## src/design/pslc_params.svh

```systemverilog
// Constants for the strap, reset and indicator block
`ifndef PSLC_PARAMS_SVH
`define PSLC_PARAMS_SVH

// ----------------------------------------
// Timing
// ----------------------------------------
`define PSLC_CLK_MHZ 50
`define PSLC_RST_MIN_NS 1000
`define PSLC_RST_MIN_CYC ((`PSLC_RST_MIN_NS * `PSLC_CLK_MHZ + 999) / 1000)
`define PSLC_BLINK_MS 50
`define PSLC_BLINK_CYC (`PSLC_BLINK_MS * `PSLC_CLK_MHZ * 1000)

// ----------------------------------------
// Strap defaults (internal pulls)
// ----------------------------------------
`define PSLC_ADDR_RST 5'h01
`define PSLC_ADVERT_RST 2'h3

// ----------------------------------------
// Advertisement encodings, bit 3..0 = 100FD,100HD,10FD,10HD
// ----------------------------------------
`define PSLC_ADV_00 4'h3
`define PSLC_ADV_01 4'hC
`define PSLC_ADV_10 4'h5
`define PSLC_ADV_11 4'hF
`define PSLC_ADV_10HD_POS 0
`define PSLC_ADV_10FD_POS 1
`define PSLC_ADV_100HD_POS 2
`define PSLC_ADV_100FD_POS 3

`endif

```

## src/design/pslc_pkg.sv

```systemverilog
// Types shared by the strap, reset and indicator block
`default_nettype none
package pslc_pkg;
  // ----------------------------------------
  // Latched configuration
  // ----------------------------------------
  typedef struct packed {
    logic [4:0] station_addr;
    logic isolate;
    logic [3:0] advert;
    logic [1:0] advert_strap;
  } pslc_cfg_s;

  // ----------------------------------------
  // Pins shared between strap and normal use
  // ----------------------------------------
  typedef struct packed {
    logic col;
    logic [3:0] rxd;
    logic link;
    logic speed;
  } pslc_pins_s;

  typedef enum logic [1:0] {
    PSLC_RESET = 2'b00,
    PSLC_SAMPLE = 2'b01,
    PSLC_RUN = 2'b11
  } pslc_state_e;
endpackage
`default_nettype wire

```

## src/design/pslc_sync.sv

```systemverilog
// Three-stage synchroniser with agreement-based change detection
`default_nettype none
module pslc_sync #(
  parameter int WIDTH = 1,
  parameter logic [WIDTH-1:0] INIT = '0
) (
  input wire logic sys_clk,
  input wire logic sys_rst,
  input wire logic [WIDTH-1:0] async_in,
  output logic [WIDTH-1:0] sync_out
);
  logic [WIDTH-1:0] s1_reg, s2_reg, s3_reg, out_reg;
  logic [WIDTH-1:0] out_next;

  // First stage feeds only the second
  always_comb begin
    out_next = out_reg;
    for (int i = 0; i < WIDTH; i++) begin
      if (s2_reg[i] == s3_reg[i]) begin
        out_next[i] = s3_reg[i];
      end
    end
  end

  always_ff @(posedge sys_clk) begin
    if (sys_rst) begin
      s1_reg <= INIT;
      s2_reg <= INIT;
      s3_reg <= INIT;
      out_reg <= INIT;
    end else begin
      s1_reg <= async_in;
      s2_reg <= s1_reg;
      s3_reg <= s2_reg;
      out_reg <= out_next;
    end
  end

  assign sync_out = out_reg;
endmodule
`default_nettype wire

```

## src/design/pslc_top.sv

```systemverilog
// Hardware reset, strap capture and indicator driver
`include "pslc_params.svh"
`default_nettype none

module pslc_top #(
  parameter int BLINK_CYC = `PSLC_BLINK_CYC,
  parameter int RST_MIN_CYC = `PSLC_RST_MIN_CYC
) (
  input wire logic sys_clk,
  input wire logic sys_rst,
  input wire logic hw_reset_n,
  input wire logic link_mode2,
  input wire logic link_good,
  input wire logic speed_100,
  input wire logic activity,
  input wire logic mii_col,
  input wire logic [3:0] mii_rxd,
  input wire logic [4:0] station_addr_strap,
  input wire logic advert_strap_lo,
  input wire logic advert_strap_hi,
  input wire logic addr_write,
  input wire logic [4:0] addr_write_data,
  output pslc_pkg::pslc_pins_s pins_out,
  output pslc_pkg::pslc_pins_s pins_oe,
  output pslc_pkg::pslc_cfg_s phy_control_reg,
  output logic in_reset,
  output logic link_indicator_out,
  output logic speed_indicator_out
);
  import pslc_pkg::*;

  // Counters below cannot serve a blink period under two cycles
  if (BLINK_CYC < 2 || RST_MIN_CYC < 1) begin : g_bad_counts
    $error("pslc_top: counts too small");
  end

  // ----------------------------------------
  // Reset pin capture
  // ----------------------------------------
  logic rst_n_sync;
  logic [6:0] straps_sync;

  // Starts low so power-up also waits until the strap levels have crossed the synchroniser
  pslc_sync #(.WIDTH(1), .INIT(1'b0)) u_rst_sync (
    .sys_clk(sys_clk),
    .sys_rst(sys_rst),
    .async_in(hw_reset_n),
    .sync_out(rst_n_sync)
  );

  // Pulls give address 1 and advertisement 11 when no resistor fitted
  pslc_sync #(.WIDTH(7), .INIT({`PSLC_ADVERT_RST, `PSLC_ADDR_RST})) u_strap_sync (
    .sys_clk(sys_clk),
    .sys_rst(sys_rst),
    .async_in({advert_strap_hi, advert_strap_lo, station_addr_strap}),
    .sync_out(straps_sync)
  );

  // ----------------------------------------
  // Reset sequencer
  // ----------------------------------------
  // Pulses shorter than the minimum are filtered so glitches do not wipe state
  pslc_state_e state_reg, state_next;
  logic [31:0] low_cnt_reg, low_cnt_next;

  always_comb begin
    state_next = state_reg;
    low_cnt_next = low_cnt_reg;
    case (state_reg)
      PSLC_RUN: begin
        if (!rst_n_sync) begin
          low_cnt_next = low_cnt_reg + 32'h0000_0001;
          if (low_cnt_reg + 32'h0000_0001 >= 32'(RST_MIN_CYC)) begin
            state_next = PSLC_RESET;
          end
        end else begin
          low_cnt_next = '0;
        end
      end
      PSLC_RESET: begin
        if (rst_n_sync) begin
          state_next = PSLC_SAMPLE;
        end
      end
      PSLC_SAMPLE: begin
        state_next = PSLC_RUN;
        low_cnt_next = '0;
      end
      default: begin
        state_next = PSLC_RESET;
        low_cnt_next = '0;
      end
    endcase
  end

  always_ff @(posedge sys_clk) begin
    if (sys_rst) begin
      state_reg <= PSLC_RESET;
      low_cnt_reg <= '0;
    end else begin
      state_reg <= state_next;
      low_cnt_reg <= low_cnt_next;
    end
  end

  assign in_reset = (state_reg != PSLC_RUN);

  // ----------------------------------------
  // Configuration latch
  // ----------------------------------------
  pslc_cfg_s cfg_reg, cfg_next;

  function automatic logic [3:0] advert_map(input logic [1:0] s);
    case (s)
      2'b00: advert_map = `PSLC_ADV_00;
      2'b01: advert_map = `PSLC_ADV_01;
      2'b10: advert_map = `PSLC_ADV_10;
      default: advert_map = `PSLC_ADV_11;
    endcase
  endfunction

  always_comb begin
    cfg_next = cfg_reg;
    if (state_reg == PSLC_RESET) begin
      // Track straps while reset holds; the last value before release is kept
      cfg_next.station_addr = straps_sync[4:0];
      cfg_next.isolate = (straps_sync[4:0] == 5'h00);
      cfg_next.advert_strap = straps_sync[6:5];
      cfg_next.advert = advert_map(straps_sync[6:5]);
    end else if (state_reg == PSLC_RUN && addr_write) begin
      // Address zero written here never sets isolate
      cfg_next.station_addr = addr_write_data;
    end
  end

  always_ff @(posedge sys_clk) begin
    if (sys_rst) begin
      cfg_reg <= '{station_addr: `PSLC_ADDR_RST, isolate: 1'b0,
                   advert: `PSLC_ADV_11, advert_strap: `PSLC_ADVERT_RST};
    end else begin
      cfg_reg <= cfg_next;
    end
  end

  assign phy_control_reg = cfg_reg;

  // ----------------------------------------
  // Indicators
  // ----------------------------------------
  logic [31:0] blink_cnt_reg, blink_cnt_next;
  logic blink_reg, blink_next;
  logic link_led_reg, link_led_next;
  logic speed_led_reg, speed_led_next;

  always_comb begin
    blink_cnt_next = blink_cnt_reg;
    blink_next = blink_reg;
    if (!activity) begin
      blink_cnt_next = '0;
      blink_next = 1'b1;
    end else if (blink_cnt_reg >= 32'(BLINK_CYC - 1)) begin
      blink_cnt_next = '0;
      blink_next = !blink_reg;
    end else begin
      blink_cnt_next = blink_cnt_reg + 32'h0000_0001;
    end
    if (link_mode2) begin
      link_led_next = link_good && (blink_reg || !activity);
    end else begin
      link_led_next = link_good;
    end
    speed_led_next = speed_100;
  end

  always_ff @(posedge sys_clk) begin
    if (sys_rst || in_reset) begin
      blink_cnt_reg <= '0;
      blink_reg <= 1'b1;
      link_led_reg <= 1'b0;
      speed_led_reg <= 1'b0;
    end else begin
      blink_cnt_reg <= blink_cnt_next;
      blink_reg <= blink_next;
      link_led_reg <= link_led_next;
      speed_led_reg <= speed_led_next;
    end
  end

  assign link_indicator_out = link_led_reg;
  assign speed_indicator_out = speed_led_reg;

  // ----------------------------------------
  // Shared pin drive
  // ----------------------------------------
  // Pins float during reset so the strap resistors set the level
  always_comb begin
    pins_out.col = mii_col;
    pins_out.rxd = mii_rxd;
    pins_out.link = link_led_reg;
    pins_out.speed = speed_led_reg;
    pins_oe = in_reset ? '0 : '1;
  end
endmodule
`default_nettype wire

```

## config.mk

```make
export PLATFORM = sky130hd
export DESIGN_NAME = pslc_top
export DESIGN_NICKNAME = d
export VERILOG_FILES = /design/src/design/pslc_pkg.sv /design/src/design/pslc_sync.sv /design/src/design/pslc_top.sv
export VERILOG_INCLUDE_DIRS = /design/src /design/src/design
export SDC_FILE = /design/constraint.sdc
export NUM_CORES = 1
export LEC_CHECK = 0
export BUFFER_PORTS_ARGS = -buffer_cell sky130_fd_sc_hd__buf_2
export CORE_MARGIN = 1.5
export CORE_UTILIZATION = 60
export DETAILED_ROUTE_END_ITERATION = 8
export PLACE_DENSITY_LB_ADDON = 0.05
export SLEW_MARGIN = 0
export SYNTH_ARGS = -nofsm -noshare
export SYNTH_HDL_FRONTEND = slang
export SYNTH_SLANG_ARGS = --single-unit
export TNS_END_PERCENT = 50
```

## constraint.sdc

```tcl
create_clock -name sys_clk -period 4.5 [get_ports sys_clk]
set_input_delay 1.35 -clock sys_clk [delete_from_list [all_inputs] [get_ports sys_clk]]
set_output_delay 1.35 -clock sys_clk [all_outputs]
set_load 0.1 [all_outputs]
```

Yosys cells after proc, flatten, opt, wreduce, memory -nomap -nowiden
Cells that the tools add are included.

word-level totals
  register bits after elaboration = 113
  word-level logic and storage cells = 69
  output and inout port bits = 29
  bits of input ports = 25

operators by class
  reduce and logical (&&, ||, !) cells = 13
  bitwise operators = 1
  $lt $le $gt $ge = 2
  $add $sub $neg = 2
  eq/ne operators = 16
  muxes and demuxes = 11

operators by type and width
  cell                                                                     number
  32-bit by 1-bit adder with 32-bit output, second input constant          2
  32-bit one-hot mux with 2 select lines                                   1
  32-bit by 22-bit >= comparator with 1-bit output, second input constant  1
  32-bit by 6-bit >= comparator with 1-bit output, second input constant   1
  32-bit two-way mux                                                       1
  4-bit one-hot mux with 3 select lines                                    1
  5-bit two-way mux                                                        2
  1-bit == test                                                            8
  7-bit two-way mux                                                        1
  2-bit two-way mux                                                        3
  2-bit != test, second input constant                                     3
  2-bit one-hot mux with 3 select lines                                    1
  5-bit logical NOT                                                        1
  2-bit by 1-bit == test with 1-bit output, second input constant          2
  2-bit == test, second input constant                                     2
  2-bit logical NOT                                                        2
  3-bit AND reduction                                                      1
  3-bit OR reduction                                                       1
  1-bit logical AND                                                        2
  1-bit logical NOT                                                        2
  1-bit logical OR                                                         2
  2-bit by 1-bit != test with 1-bit output, second input constant          1
  2-bit nonzero test                                                       1
  2-bit OR reduction                                                       1
  other kinds (2)                                                          2

Longest topological paths before layout
  depth after elaboration = 5
  gate-level depth with buffers = 10
  gate-level depth less buffers = 9

Cells and area by module
From an unflattened synthesis, not the netlist that was laid out.

second synthesis, totals
  cells, all modules = 622
  area, all modules = 5172.5 um2

by module, submodules not included
  module                    cells each  sequential area each (um2)  instances  area each (um2)
  pslc_top                  540         1621.6                      1          4231.6
  pslc_sync (u_strap_sync)  72          560.5                       1          828.3
  pslc_sync (u_rst_sync)    10          80.1                        1          112.6

Least setup slack after synthesis
No wires, ideal clock.

  path kind = reg2out
  start point = register state_reg[0]
  end point = output port pins_oe[1] (netlist bit)
  stages on the path, launching flop included = 4
  arrival time = 2.373 ns
  path buffers = 1
  required time = 3.150 ns
  setup slack = 0.777 ns
  path through = dfxtp_1 -> nand2_1 -> inv_1 -> buf_4

RTL lines
  what                    RTL line         source
  from (decl)             pslc_top.sv:63   pslc_state_e state_reg, state_next;
  from (signal assigned)  pslc_top.sv:101  state_reg <= state_next;
  to (decl)               pslc_top.sv:24   output pslc_pkg::pslc_pins_s pins_oe,

Final worst setup path
  start point = register low_cnt_reg[0]
  end point = register state_reg[0]

on the way
  word-level cells in the longest chain between the ends = 4

ends and longest elaborated chain
  what                                             RTL line         source
  from (decl)                                      pslc_top.sv:64   logic [31:0] low_cnt_reg, low_cnt_next;
  from (signal assigned)                           pslc_top.sv:102  low_cnt_reg <= low_cnt_next;
  32-bit by 1-bit adder with 32-bit output         pslc_top.sv:73   if (low_cnt_reg + 32'h0000_0001 >= 32'(RST_MIN_CYC)) begin
  32-bit by 6-bit >= comparator with 1-bit output  pslc_top.sv:73
  2-bit != test (no line)                          n/a
  3-bit AND reduction (no line)                    n/a

Every way passes these cells.
A chain may end at the register's enable or synchronous reset.

==> results.cfg <==
[timing]
max_freq_mhz = 308
drv_slew = 0
hold_viol = 0
fin_setup_tns_ns = 0
tightest_slew_ns = 0.758
slew_headroom = 0.495
fin_crit_ns = 3.25
rsz0062_at_grt = false
finalSetupViolations = 0
finClkSkew_ns = 0.0134
min_period_over_period = 0.722

[finish]
drive_gt1_frac = 0.154
area_delta_synth_final_pct = 14.5
final-instance-count-excl-fill = 755
n_antenna_cell = 0
final_nets = 669
final_util = 0.710
design_area_sq_um = 5860

[worst_setup_path]
path_delay_family = simple AND/OR/NAND/NOR gates
worstPathCellList = ha_1, nand3_1, or4_4, o31a_1, a211oi_2, nand4_1, o41ai_1, nor3b_2
cp_slowest_stage_delay_ns = 0.66
critical_path_class = flip-flop to flip-flop
crit_path_end_kind = flip-flop
worstSetupEndpoint = state_reg[0]
r2r_setup_slack_ns = 1.25
worstPathRequired_ns = 4.95
crit_slowest_cell = or4_4
worstPathArrival_ns = 3.70
timing.rr.end = state_reg[0]
cp_num_buf_inv = 0
r2r_cells = 8
r2r_start = low_cnt_reg[0]
crit_cells = 8
startpoint_type = flip-flop
startpoint = low_cnt_reg[0]
worstPathMaxFanout = 12

[logic_synthesis]
syn-cell-area_sq_um = 5120
async_flop_share = 0
synthTopCellsByCount = dfxtp_1, nor2_1, nand2_1
ys.flop_type = dfxtp_1
ys.warnings.count = 0
synth_top_family_by_area = simple AND/OR/NAND/NOR gates
synth.most_common_cell = dfxtp_1
syn_inst = 621
synth_edf_count = 0
ys_seq_elements = 113
synth.distinct_cells = 57
yosysTopAreaCellShare = 0.442
synth-xor-area-share = 0.0393
yosysTopAreaCell = dfxtp_1
synth_compound_area_frac = 0.170
yosysSeqAreaShare = 0.442
synthSimpleGateAreaFrac = 0.264
yosys-mux-area-fraction = 0.00391
yosys-top-cells-area = dfxtp_1, nor2_1, nand2_1
yosys.area_share.adder = 0.0171
syn_area_per_cell_sq_um = 8.25

[routing]
via_count = 4300
highest_layer = met4
drtPass1Iterations = 5
route.antenna.remaining_nets = 0
drt_iter0_drc = 304
routed_via_density = 5.70
wl_met1_um = 4950
wl_um = 10400
drc_errors = 0
met2_length_um = 4890
wire_per_inst_um = 13.8
wl_met3_um = 461

[global_route]
grt_use_total = 0.249
grt_first_pass_wirelength_um = 17500
grt_pass1_vias = 3866
antenna_found_initial = 0
grt_max_degree = 79
grt-ovfl-total = 0

[floorplan]
ios = 54
core_area_sq_um = 8260
fp-row-count = 33
die-area_sq_um = 9100
dieWidth_um = 95.4
start_util = 0.620
die_h_um = 95.4

[placement]
io_buffers = 43
dp_cells = 723
place_congestion = 0.859
placed_area_sq_um = 5240
hpwlAfterDp_um = 6520

[clocking]
clk_pin_slew_ns = 0.06
clock_sinks = 113
cts-root-buf = clkbuf_8
post_cts_buffers = 0
clk_path_buf_depth = 2
cts_tree = built
ctsResizeCount = 0
htreeDepth = 4
cts_buffers = 17
clock_latency_ns = 0.53
cts_hold_buf = 0

[power]
leakage_nw = 2.22
power.density_nw_per_um2 = 417
total_power_mw = 2.45
peakVddDrop_v = 0.000359

[hold_path]
hp-class = flip-flop to flip-flop

[job]
drv_cap = 0

[outcome]
status = finished clean
area by class of cell:
class,count,area (sq um)
fillers,690,2400
clock inverters,14,190
clock buffers,18,428
inverters,8,30.0
repair buffers,48,253
well taps,105,131
flip-flops and latches,113,2260
multi-input cells,449,2570
cells by family after synthesis:
group / Yosys count
DFF: 113
adders and majority gates: 7
muxes: 2
and+or+nand+nor: 273
AOI/OAI and AO/OA: 134
other: 1
buffers and inverters: 68
xor gates and xnor gates: 23
power breakdown:
group	internal, mW	total (mW)	leakage [nW]	switching [mW]
logic	0.0146	0.0370	0.996	0.0224
clock network	0.877	1.39	0.302	0.513
registers	1.02	1.02	0.919	0.00489
total	1.91	2.45	2.22	0.540
stage by stage:
stage	hold slack, ns	worst slack (ns)
after floorplan	0.389	0.777
after global placement	0.393	1.42
after detailed placement	0.394	1.29
after CTS	0.415	1.24
after global routing	0.432	0.906
final	0.414	1.25
placed cells by master, fill, tap and decap left out, drive strengths merged, types with 14 or more instances in the layout:
cell,synthesis,final
a311oi,15,15
nor2,88,88
buf,25,48
nand3,34,34
o21ai,30,30
nor3,14,14
nor2b,17,17
dfxtp,113,113
nand2,54,54
clkbuf,35,18
inv,8,16
a21oi,40,40
xor2,14,14
worst min path at each step:
stage | startpoint | end | slack, ns | depth (start not counted)
6_report | u_strap_sync.s1_reg[0] | u_strap_sync.s2_reg[0] | 0.41 | 1
3_3_place_gp | u_strap_sync.s1_reg[0] | u_strap_sync.s2_reg[0] | 0.39 | 1
4_1_cts | u_strap_sync.s1_reg[0] | u_strap_sync.s2_reg[0] | 0.42 | 1
3_5_place_dp | u_strap_sync.s1_reg[0] | u_strap_sync.s2_reg[0] | 0.39 | 1
2_1_floorplan | u_strap_sync.s1_reg[0] | u_strap_sync.s2_reg[0] | 0.39 | 1
5_1_grt | u_strap_sync.s1_reg[5] | u_strap_sync.s2_reg[5] | 0.43 | 1
layer usage:
layer,track usage,vias up
li1,-,2197
met3,0.0702,16
met1,0.317,1983
met4,0.104,0
met5,0,-
met2,0.394,104
(Power assumes the default switching activity.)
